===== config.mk =====
export PLATFORM = sky130hd
export DESIGN_NAME = reset_strap_config_loader
export DESIGN_NICKNAME = d
export VERILOG_FILES = /design/src/strap_pkg.sv /design/src/reset_strap_config_loader.sv
export SDC_FILE = /design/constraint.sdc
export NUM_CORES = 1
export LEC_CHECK = 0
export ABC_AREA = 0
export BUFFER_PORTS_ARGS = -buffer_cell sky130_fd_sc_hd__clkbuf_2
export CORE_UTILIZATION = 40
export CTS_CLUSTER_SIZE = 40
export DETAILED_ROUTE_END_ITERATION = 16
export PLACE_DENSITY = 0.74
export SYNTH_ARGS = -nofsm -noshare
export SYNTH_HDL_FRONTEND = slang
export SYNTH_SLANG_ARGS = --single-unit

===== constraint.sdc =====
create_clock -name clk -period 4.8 [get_ports clk]
set_clock_uncertainty 0.15 [all_clocks]
set_input_delay 0.24 -clock clk [delete_from_list [all_inputs] [get_ports clk]]
set_output_delay 0.24 -clock clk [all_outputs]
set_load 0.02 [all_outputs]

===== src/strap_pkg.sv =====
// constants and load state encoding for the reset configuration loader
package strap_pkg;
	localparam int STRAP_W = 24;
	localparam int SYNC_W = 2;
	localparam logic [7:0] ADDR_BUS_MEM = 8'h00;
	localparam logic [7:0] ADDR_TEST_CLK = 8'h01;
	localparam logic [7:0] ADDR_MONITOR = 8'h02;
	localparam logic [7:0] ADDR_STATUS = 8'h03;
	localparam logic [7:0] REG_RST = 8'h00;
	localparam logic [23:0] STRAP_RST = 24'h000000;
	localparam int REG0_LO = 0;
	localparam int REG1_LO = 8;
	localparam int MON2_LO = 20;
	localparam int MON2_W = 3;
	localparam int STRAP_TEST_BIT = 9;
	localparam int BUS_LO = 0;
	localparam int PAGE_LO = 2;
	localparam int ROM_EN_BIT = 4;
	localparam int SIZE_LO = 5;
	localparam int EN_BIT = 0;
	localparam int TEST_BIT = 1;
	localparam int ROM_SIZE_BIT = 2;
	localparam int CLK_SEL_BIT = 3;
	localparam int PAL_SNOOP_BIT = 4;
	localparam logic [1:0] BUS_VL = 2'h1;
	localparam logic [1:0] BUS_PCI = 2'h2;
	localparam logic [1:0] PAGE_EDO = 2'h2;
	localparam logic [1:0] PAGE_FAST = 2'h3;
	localparam logic [2:0] SIZE_4M = 3'h0;
	localparam logic [2:0] SIZE_2M = 3'h4;
	localparam logic [2:0] SIZE_1M = 3'h6;
	localparam logic [2:0] SIZE_HALF = 3'h7;
	localparam logic [1:0] RAS_IDLE = 2'h3;
	localparam logic [7:0] CAS_IDLE = 8'hFF;
	localparam logic [1:0] OE_IDLE = 2'h3;
	localparam logic [8:0] ADDR_IDLE = 9'h000;
	typedef enum logic [1:0] {LD_RESET, LD_CAPTURE, LD_RUN} load_state_e;
endpackage


===== src/reset_strap_config_loader.sv =====
// reset handling, strap capture, configuration registers and pin control
`timescale 1ns/1ps
// Functional notes
// - reset clears state and restores register defaults
// - sample all 24 strap pins at reset release
// - strap pins act as pixel bus after reset
// - bits 1-0 select PCI or local bus
// - bits 3-2 select EDO or fast page
// - local bus bit 4 enables firmware ROM decode
// - bits 7-5 encode display memory size
// - memory size field stays software writable
// - local bus bit 8 low: ROM cycles only
// - bit 9 low enters test mode, all tristated
// - reset holds memory strobes and address idle, driven unless bit 9 is low
// - bit 11 selects internal or external clocks
// - local bus bit 12 gates palette write claims
// - capture monitor bits uninterpreted
module reset_strap_config_loader
(
	input wire logic clk,
	input wire logic sys_rst,
	input wire logic [7:0] reg_addr,
	input wire logic [7:0] reg_wdata,
	input wire logic reg_wr,
	input wire logic reg_rd,
	output logic [7:0] reg_rdata,
	input wire logic [strap_pkg::STRAP_W-1:0] pixel_data_strap_pins,
	output logic [strap_pkg::STRAP_W-1:0] pixel_data_out,
	output logic [strap_pkg::STRAP_W-1:0] pixel_data_oe,
	input wire logic [strap_pkg::STRAP_W-1:0] pix_src_data,
	input wire logic pix_src_en,
	input wire logic [1:0] mem_ras_n_in,
	input wire logic [7:0] mem_cas_n_in,
	input wire logic mem_we_n_in,
	input wire logic [1:0] mem_oe_n_in,
	input wire logic [8:0] mem_addr_in,
	output logic [1:0] mem_ras_n,
	output logic [7:0] mem_cas_n,
	output logic mem_we_n,
	output logic [1:0] mem_oe_n,
	output logic [8:0] memory_address_out,
	output logic mem_ctrl_oe,
	input wire logic cyc_req,
	input wire logic cyc_rom,
	input wire logic cyc_pal_wr,
	output logic cyc_accept,
	output logic local_bus_claim,
	output logic local_bus_claim_oe,
	output logic local_bus_ready_out,
	output logic local_bus_ready_oe,
	output logic host_bus_pci,
	output logic host_bus_vl,
	output logic host_bus_bad,
	output logic page_edo,
	output logic page_fast,
	output logic page_bad,
	output logic rom_decode_en,
	output logic rom_size_32k,
	output logic [2:0] mem_size_code,
	output logic mem_size_bad,
	output logic clk_sel_internal,
	output logic test_mode,
	output logic strap_done
);
	import strap_pkg::*;

	logic [STRAP_W-1:0] cap_val;
	logic cap_pulse;
	logic in_reset;
	logic test_pin_sync;
	logic [7:0] bus_mem_r;
	logic [7:0] test_clk_r;
	logic [MON2_W-1:0] monitor_r;
	logic done_r;
	logic [7:0] rdata_r;
	logic [7:0] rd_nxt;
	logic [7:0] status_w;
	logic is_vl;
	logic allow;
	logic tm;
	logic [STRAP_W-1:0] pd_out_r;
	logic [STRAP_W-1:0] pd_oe_r;
	logic [1:0] ras_r;
	logic [7:0] cas_r;
	logic we_r;
	logic [1:0] oe_r;
	logic [8:0] ma_r;
	logic mem_oe_r;
	logic accept_r;
	logic claim_r;
	logic claim_oe_r;
	logic ready_r;
	logic ready_oe_r;
	logic pci_r;
	logic vl_r;
	logic bus_bad_r;
	logic edo_r;
	logic fast_r;
	logic page_bad_r;
	logic rom_en_r;
	logic rom32_r;
	logic [2:0] size_r;
	logic size_bad_r;
	logic clk_int_r;
	logic tm_r;

	// synchronises the strap pins and catches them at reset release
	strap_capture u_cap
	(
		.clk(clk),
		.sys_rst(sys_rst),
		.pins(pixel_data_strap_pins),
		.cap_val(cap_val),
		.cap_pulse(cap_pulse),
		.in_reset(in_reset),
		.test_pin_sync(test_pin_sync)
	);

	// configuration registers: loaded once at release, then software owned
	always_ff @(posedge clk or posedge sys_rst)
	begin
		if (sys_rst)
			bus_mem_r <= REG_RST;
		else if (cap_pulse)
			bus_mem_r <= cap_val[REG0_LO +: 8];
		else if (reg_wr && reg_addr == ADDR_BUS_MEM)
			bus_mem_r <= reg_wdata;
	end

	always_ff @(posedge clk or posedge sys_rst)
	begin
		if (sys_rst)
			test_clk_r <= REG_RST;
		else if (cap_pulse)
			test_clk_r <= cap_val[REG1_LO +: 8];
		else if (reg_wr && reg_addr == ADDR_TEST_CLK)
			test_clk_r <= reg_wdata;
	end

	// upper monitor bits are stored as captured, never decoded
	always_ff @(posedge clk or posedge sys_rst)
	begin
		if (sys_rst)
			monitor_r <= MON2_W'(REG_RST);
		else if (cap_pulse)
			monitor_r <= cap_val[MON2_LO +: MON2_W];
		else if (reg_wr && reg_addr == ADDR_MONITOR)
			monitor_r <= reg_wdata[MON2_W-1:0];
	end

	always_ff @(posedge clk or posedge sys_rst)
	begin
		if (sys_rst)
			done_r <= 1'b0;
		else if (cap_pulse)
			done_r <= 1'b1;
	end

	// read port: data valid only in the cycle after the strobe
	assign status_w = {4'h0, bus_bad_r, page_bad_r, tm_r, done_r};

	always_comb
	begin
		rd_nxt = 8'h00;
		if (reg_rd)
		begin
			case (reg_addr)
				ADDR_BUS_MEM: rd_nxt = bus_mem_r;
				ADDR_TEST_CLK: rd_nxt = test_clk_r;
				ADDR_MONITOR: rd_nxt = {5'h00, monitor_r};
				ADDR_STATUS: rd_nxt = status_w;
				default: rd_nxt = 8'h00;
			endcase
		end
	end

	always_ff @(posedge clk or posedge sys_rst)
	begin
		if (sys_rst)
			rdata_r <= 8'h00;
		else
			rdata_r <= rd_nxt;
	end

	// field decode
	assign is_vl = bus_mem_r[BUS_LO +: 2] == BUS_VL;
	assign tm = ~test_clk_r[TEST_BIT];

	always_ff @(posedge clk or posedge sys_rst)
	begin
		if (sys_rst)
		begin
			pci_r <= 1'b0;
			vl_r <= 1'b0;
			bus_bad_r <= 1'b0;
		end
		else
		begin
			pci_r <= bus_mem_r[BUS_LO +: 2] == BUS_PCI;
			vl_r <= is_vl;
			bus_bad_r <= !(is_vl || bus_mem_r[BUS_LO +: 2] == BUS_PCI);
		end
	end

	always_ff @(posedge clk or posedge sys_rst)
	begin
		if (sys_rst)
		begin
			edo_r <= 1'b0;
			fast_r <= 1'b0;
			page_bad_r <= 1'b0;
		end
		else
		begin
			edo_r <= bus_mem_r[PAGE_LO +: 2] == PAGE_EDO;
			fast_r <= bus_mem_r[PAGE_LO +: 2] == PAGE_FAST;
			page_bad_r <= !bus_mem_r[PAGE_LO + 1];
		end
	end

	// firmware ROM decode is only strap controlled on the local bus
	always_ff @(posedge clk or posedge sys_rst)
	begin
		if (sys_rst)
		begin
			rom_en_r <= 1'b0;
			rom32_r <= 1'b0;
		end
		else
		begin
			rom_en_r <= !is_vl || bus_mem_r[ROM_EN_BIT];
			rom32_r <= test_clk_r[ROM_SIZE_BIT];
		end
	end

	always_ff @(posedge clk or posedge sys_rst)
	begin
		if (sys_rst)
		begin
			size_r <= SIZE_4M;
			size_bad_r <= 1'b0;
		end
		else
		begin
			size_r <= bus_mem_r[SIZE_LO +: 3];
			case (bus_mem_r[SIZE_LO +: 3])
				SIZE_4M, SIZE_2M, SIZE_1M, SIZE_HALF:
					size_bad_r <= 1'b0;
				default:
					size_bad_r <= 1'b1;
			endcase
		end
	end

	always_ff @(posedge clk or posedge sys_rst)
	begin
		if (sys_rst)
		begin
			clk_int_r <= 1'b0;
			tm_r <= 1'b0;
		end
		else
		begin
			clk_int_r <= test_clk_r[CLK_SEL_BIT];
			tm_r <= done_r && tm;
		end
	end

	// host cycle filter and local bus claim
	always_comb
	begin
		allow = 1'b1;
		if (is_vl && !test_clk_r[EN_BIT])
			allow = cyc_rom;
		if (is_vl && cyc_pal_wr && !test_clk_r[PAL_SNOOP_BIT])
			allow = 1'b0;
	end

	always_ff @(posedge clk or posedge sys_rst)
	begin
		if (sys_rst)
		begin
			accept_r <= 1'b0;
			claim_r <= 1'b0;
			ready_r <= 1'b0;
		end
		else
		begin
			accept_r <= done_r && cyc_req && allow;
			claim_r <= done_r && is_vl && cyc_req && allow;
			ready_r <= claim_r;
		end
	end

	always_ff @(posedge clk or posedge sys_rst)
	begin
		if (sys_rst)
		begin
			claim_oe_r <= 1'b0;
			ready_oe_r <= 1'b0;
		end
		else
		begin
			claim_oe_r <= done_r && is_vl && !tm;
			ready_oe_r <= done_r && is_vl && !tm;
		end
	end

	// pixel bus: normal use after release, strap values irrelevant
	always_ff @(posedge clk or posedge sys_rst)
	begin
		if (sys_rst)
		begin
			pd_out_r <= STRAP_RST;
			pd_oe_r <= STRAP_RST;
		end
		else
		begin
			pd_out_r <= pix_src_data;
			pd_oe_r <= {STRAP_W{done_r && pix_src_en && !tm}};
		end
	end

	// memory strobes and address held at idle levels through reset
	always_ff @(posedge clk or posedge sys_rst)
	begin
		if (sys_rst)
		begin
			ras_r <= RAS_IDLE;
			cas_r <= CAS_IDLE;
			we_r <= 1'b1;
			oe_r <= OE_IDLE;
			ma_r <= ADDR_IDLE;
		end
		else
		begin
			ras_r <= mem_ras_n_in;
			cas_r <= mem_cas_n_in;
			we_r <= mem_we_n_in;
			oe_r <= mem_oe_n_in;
			ma_r <= mem_addr_in;
		end
	end

	// enable follows the live test pin until the fields are loaded
	always_ff @(posedge clk)
	begin
		if (in_reset || !done_r)
			mem_oe_r <= test_pin_sync;
		else
			mem_oe_r <= !tm;
	end

	assign reg_rdata = rdata_r;
	assign pixel_data_out = pd_out_r;
	assign pixel_data_oe = pd_oe_r;
	assign mem_ras_n = ras_r;
	assign mem_cas_n = cas_r;
	assign mem_we_n = we_r;
	assign mem_oe_n = oe_r;
	assign memory_address_out = ma_r;
	assign mem_ctrl_oe = mem_oe_r;
	assign cyc_accept = accept_r;
	assign local_bus_claim = claim_r;
	assign local_bus_claim_oe = claim_oe_r;
	assign local_bus_ready_out = ready_r;
	assign local_bus_ready_oe = ready_oe_r;
	assign host_bus_pci = pci_r;
	assign host_bus_vl = vl_r;
	assign host_bus_bad = bus_bad_r;
	assign page_edo = edo_r;
	assign page_fast = fast_r;
	assign page_bad = page_bad_r;
	assign rom_decode_en = rom_en_r;
	assign rom_size_32k = rom32_r;
	assign mem_size_code = size_r;
	assign mem_size_bad = size_bad_r;
	assign clk_sel_internal = clk_int_r;
	assign test_mode = tm_r;
	assign strap_done = done_r;
endmodule

// strap pin synchroniser and release-edge capture
module strap_capture
(
	input wire logic clk,
	input wire logic sys_rst,
	input wire logic [strap_pkg::STRAP_W-1:0] pins,
	output logic [strap_pkg::STRAP_W-1:0] cap_val,
	output logic cap_pulse,
	output logic in_reset,
	output logic test_pin_sync
);
	import strap_pkg::*;

	logic [STRAP_W-1:0] s1_r;
	logic [STRAP_W-1:0] s2_r;
	logic [STRAP_W-1:0] cap_r;
	load_state_e st_r;

	// synchroniser runs through reset so pin levels are ready at release
	always_ff @(posedge clk)
	begin
		s1_r <= pins;
		s2_r <= s1_r;
	end

	always_ff @(posedge clk or posedge sys_rst)
	begin
		if (sys_rst)
			st_r <= LD_RESET;
		else
		begin
			case (st_r)
				LD_RESET: st_r <= LD_CAPTURE;
				LD_CAPTURE: st_r <= LD_RUN;
				LD_RUN: st_r <= LD_RUN;
				default: st_r <= LD_RUN;
			endcase
		end
	end

	always_ff @(posedge clk or posedge sys_rst)
	begin
		if (sys_rst)
			cap_r <= STRAP_RST;
		else if (st_r == LD_RESET)
			cap_r <= s2_r;
	end

	assign cap_val = cap_r;
	assign cap_pulse = st_r == LD_CAPTURE;
	assign in_reset = st_r == LD_RESET;
	assign test_pin_sync = s2_r[STRAP_TEST_BIT];
endmodule


==> impl_metrics.env <==
export IMPL_yosysTopAreaCell="sky130_fd_sc_hd__dfrtp_1"
export IMPL_io_pins=193
export IMPL_setup_crit_start_kind="register"
export IMPL_port_buffers=187
export IMPL_final_hold_worst_slack_ns=0.04575
export IMPL_gr_usage_all_layers=0.1715
export IMPL_seq_area_mm2=0.003650
export IMPL_gr_total_overflow=0
export IMPL_ant_nets=0
export IMPL_crit_reg2reg_launch="u_cap.st_r[0]"
export IMPL_multi_input_comb_area_mm2=0.001051
export IMPL_ratio_of_cells_with_drive_above_1_in_the_final_layout=0.5079
export IMPL_max_clock_freq_mhz=501.0
export IMPL_timing_hold_worst_class="in2reg"
export IMPL_area_growth_pct=45.48
export IMPL_worst_r2r_setup_slack_ns=2.80
export IMPL_fin_crit_period_ns=1.996
export IMPL_fin_nets=652
export IMPL_reg2reg_depth=3
export IMPL_hold_path_endpoint="local_bus_claim"
export IMPL_number_of_hold_slack_violations_in_the_final_timing_report=0
export IMPL_cp_cell_sequence="nand2b_4 > and4b_1 > mux2_4"
export IMPL_first_global_vias=3334
export IMPL_placement_cell_area_mm2=0.005887
export IMPL_slew_hr=0.4308
export IMPL_commonest_cells_in_the_synthesized_netlist="sky130_fd_sc_hd__dfrtp_1 (101), sky130_fd_sc_hd__dfxtp_1 (39), sky130_fd_sc_hd__mux2_2 (35), sky130_fd_sc_hd__buf_4 (24), sky130_fd_sc_hd__nor2_1 (15)"
export IMPL_cts_buffers=17
export IMPL_drt_total_wl_um=10350
export IMPL_setup_worst_path_end_class="register"
export IMPL_max_vdd_ir_drop_mv=0.2035
export IMPL_antennaDiodeCount=0
export IMPL_detailedPlacementHpwl_um=6868
export IMPL_drv_slew=0
export IMPL_grt_pass1_wl_um=16500
export IMPL_timing_final_setup_violations=0
export IMPL_static_leak_uw=0.003734
export IMPL_worstSetupPathType="reg2reg"
export IMPL_synthesized_flop_and_latch_total=153
export IMPL_yosysSeqAreaShare=0.7333
export IMPL_timing_critical_path_max_delay_family="simple AND/OR/NAND/NOR gates"
export IMPL_core_area_mm2=0.01206
export IMPL_tritoncts_clock_tree="yes"
export IMPL_maximum_fanout_along_the_worst_path=28
export IMPL_drt_first_pass_iters=4
export IMPL_synthesis_area_per_instance_um2=16.43
export IMPL_die_w_um=113.6
export IMPL_insertion_delay_ns=0.41
export IMPL_number_of_cells_produced_by_synthesis=303
export IMPL_power_per_cell_area_mw_per_mm2=394.0
export IMPL_routed_via_count=3267
export IMPL_syn_cell_area_mm2=0.004977
export IMPL_clock_sink_count=153
export IMPL_synth_most_common_cell="sky130_fd_sc_hd__dfrtp_1"
export IMPL_worst_r2r_endpoint="bus_mem_r[5]"
export IMPL_clk_path_buf_depth=2
export IMPL_synth_area_top_cells="sky130_fd_sc_hd__dfrtp_1 (51%), sky130_fd_sc_hd__dfxtp_1 (16%), sky130_fd_sc_hd__mux2_2 (7.9%)"
export IMPL_synth_lib_cells_used_distinct=29
export IMPL_grt_antenna_before_repair=0
export IMPL_async_flop_share=0.7451
export IMPL_drc=0
export IMPL_synth_top_cell_area_share=0.5078
export IMPL_syn_num_nets=399
export IMPL_cp_arrival_ns=2.14
export IMPL_nFillCells=941
export IMPL_wl_per_cell_um=14.05
export IMPL_drt_iter0_drc=86
export IMPL_cp_buffers_inverters=0
export IMPL_layout_worst_path_cycle_share=0.4158
export IMPL_setup_tns_ns=0
export IMPL_synth_ff_type="sky130_fd_sc_hd__dfrtp_1"
export IMPL_post_drt_via_cell_ratio=4.433
export IMPL_synth_warnings=0
export IMPL_rows=40
export IMPL_finalPower_uw=2853
export IMPL_grt_setup_unrepaired="no"
export IMPL_htreeDepth=4
export IMPL_finalInstanceArea_mm2=0.007241
export IMPL_dieArea_mm2=0.01289
export IMPL_hold_path_startpoint="cyc_pal_wr"
export IMPL_timing_critical_path_required_ns=4.94
export IMPL_outcome="finished, final reports clean"
export IMPL_post_synth_edffs=0
export IMPL_max_cap_violations=0
export IMPL_grt_max_degree=75
export IMPL_hold_depth=4
export IMPL_max_slew_worst_pin_slew_ns=0.8538
export IMPL_clk_root_buffer_cell="sky130_fd_sc_hd__clkbuf_16"
export IMPL_die_height_um=113.6
export IMPL_clkTransAtPathRegs_ns=0.06
export IMPL_start_util=0.4127
export IMPL_postCtsSetupBuffers=0
export IMPL_finalWeightedCongestion=0.7271
export IMPL_delay_of_the_slowest_cell_on_the_worst_path_ns=0.64
export IMPL_critical_path_slowest_cell="sky130_fd_sc_hd__and4b_1"
## worst max-delay path by stage
| stage | start | endpoint | slack (ns) | depth (start not counted) |
|---|---|---|---|---|
| after floorplan | sys_rst | bus_mem_r[0] | 1.42 | 1 |
| after global placement | reg_addr[5] | bus_mem_r[3] | 2.79 | 5 |
| after detailed placement | reg_addr[3] | bus_mem_r[1] | 2.74 | 5 |
| after CTS | u_cap.st_r[0] | bus_mem_r[3] | 2.78 | 3 |
| after global routing | u_cap.st_r[0] | bus_mem_r[3] | 2.73 | 3 |
| final | u_cap.st_r[0] | bus_mem_r[5] | 2.80 | 3 |
## kinds of logic (layout without fill, tap and decap cells)
family,Yosys count,in the layout,synth area share
flops,153,153,0.7333
mux,60,60,0.1511
simple gates,39,39,0.04449
compound gates,10,10,0.01056
fa+ha+maj,2,2,0.005027
buf+inv,39,305,0.05555
## cell type report
| type | count | share of cell area |
|---|---|---|
| clock buffers | 18 | 0.06065 |
| multi-input cells | 111 | 0.1452 |
| well taps | 168 | 0.02903 |
| inverters | 6 | 0.003456 |
| clock inverters | 14 | 0.01849 |
| repair buffers | 267 | 0.2392 |
| flip-flops and latches | 153 | 0.5041 |
## stage by stage
step                cells  setup slack, ns  utilization
detailed placement    627            2.735       0.4881
global placement      627            2.791       0.4881
floorplan             303            1.416            -
CTS                   737            2.783       0.6003
global route          737            2.732       0.6003
finish                737            2.804       0.6003
## registers in the layout, summed over array words and instances, names as in the netlist, 2 cells and up
signal              count
u_cap.s2_r             19
reg_rdata               8
pixel_data_out         24
monitor_r               3
test_clk_r              8
u_cap.st_r              2
memory_address_out      9
mem_oe_n                2
mem_size_code           3
u_cap.cap_val          19
bus_mem_r               8
u_cap.s1_r             19
mem_ras_n               2
mem_cas_n               8
## routing by layer
layer	global-route usage	share of wire	vias to the layer above
li1	-	-	1504
met2	0.2996	0.53	111
met4	0.08772	0.031	0
met1	0.1915	0.40	1625
met3	0.04835	0.041	27
met5	0	0	-
## cell usage in the layout, fill, tap and decap left out, types with 13 or more instances in the layout
cell                            synthesis  final
sky130_fd_sc_hd__clkbuf_2               0    187
sky130_fd_sc_hd__dfrtp_1              101    101
sky130_fd_sc_hd__dlygate4sd3_1          0     78
sky130_fd_sc_hd__dfxtp_1               39     39
sky130_fd_sc_hd__mux2_2                35     35
sky130_fd_sc_hd__clkbuf_16              0     17
sky130_fd_sc_hd__nor2_1                15     15
sky130_fd_sc_hd__mux2_4                14     14
sky130_fd_sc_hd__dfstp_2               13     13
## tightest hold or removal path, stage by stage
cell	delay [ns]
sky130_fd_sc_hd__clkbuf_2	0.08
sky130_fd_sc_hd__inv_1	0.05
sky130_fd_sc_hd__o22ai_1	0.09
sky130_fd_sc_hd__nor2_1	0.11
## repair_timing
item | in CTS | in global routing
endpoints found under the hold margin | 148 | 0
gates resized for setup | 0 | 0
setup endpoints to repair | 0 | 0
hold buffers | 78 | 0
## where the power goes
part,internal (uW),total [uW],leakage (uW),switching (uW)
registers,1340,1360,0.00176,20.1
logic,108,216,0.00169,107
clock network,740,1280,0.000285,537
(Power assumes the default switching activity.)
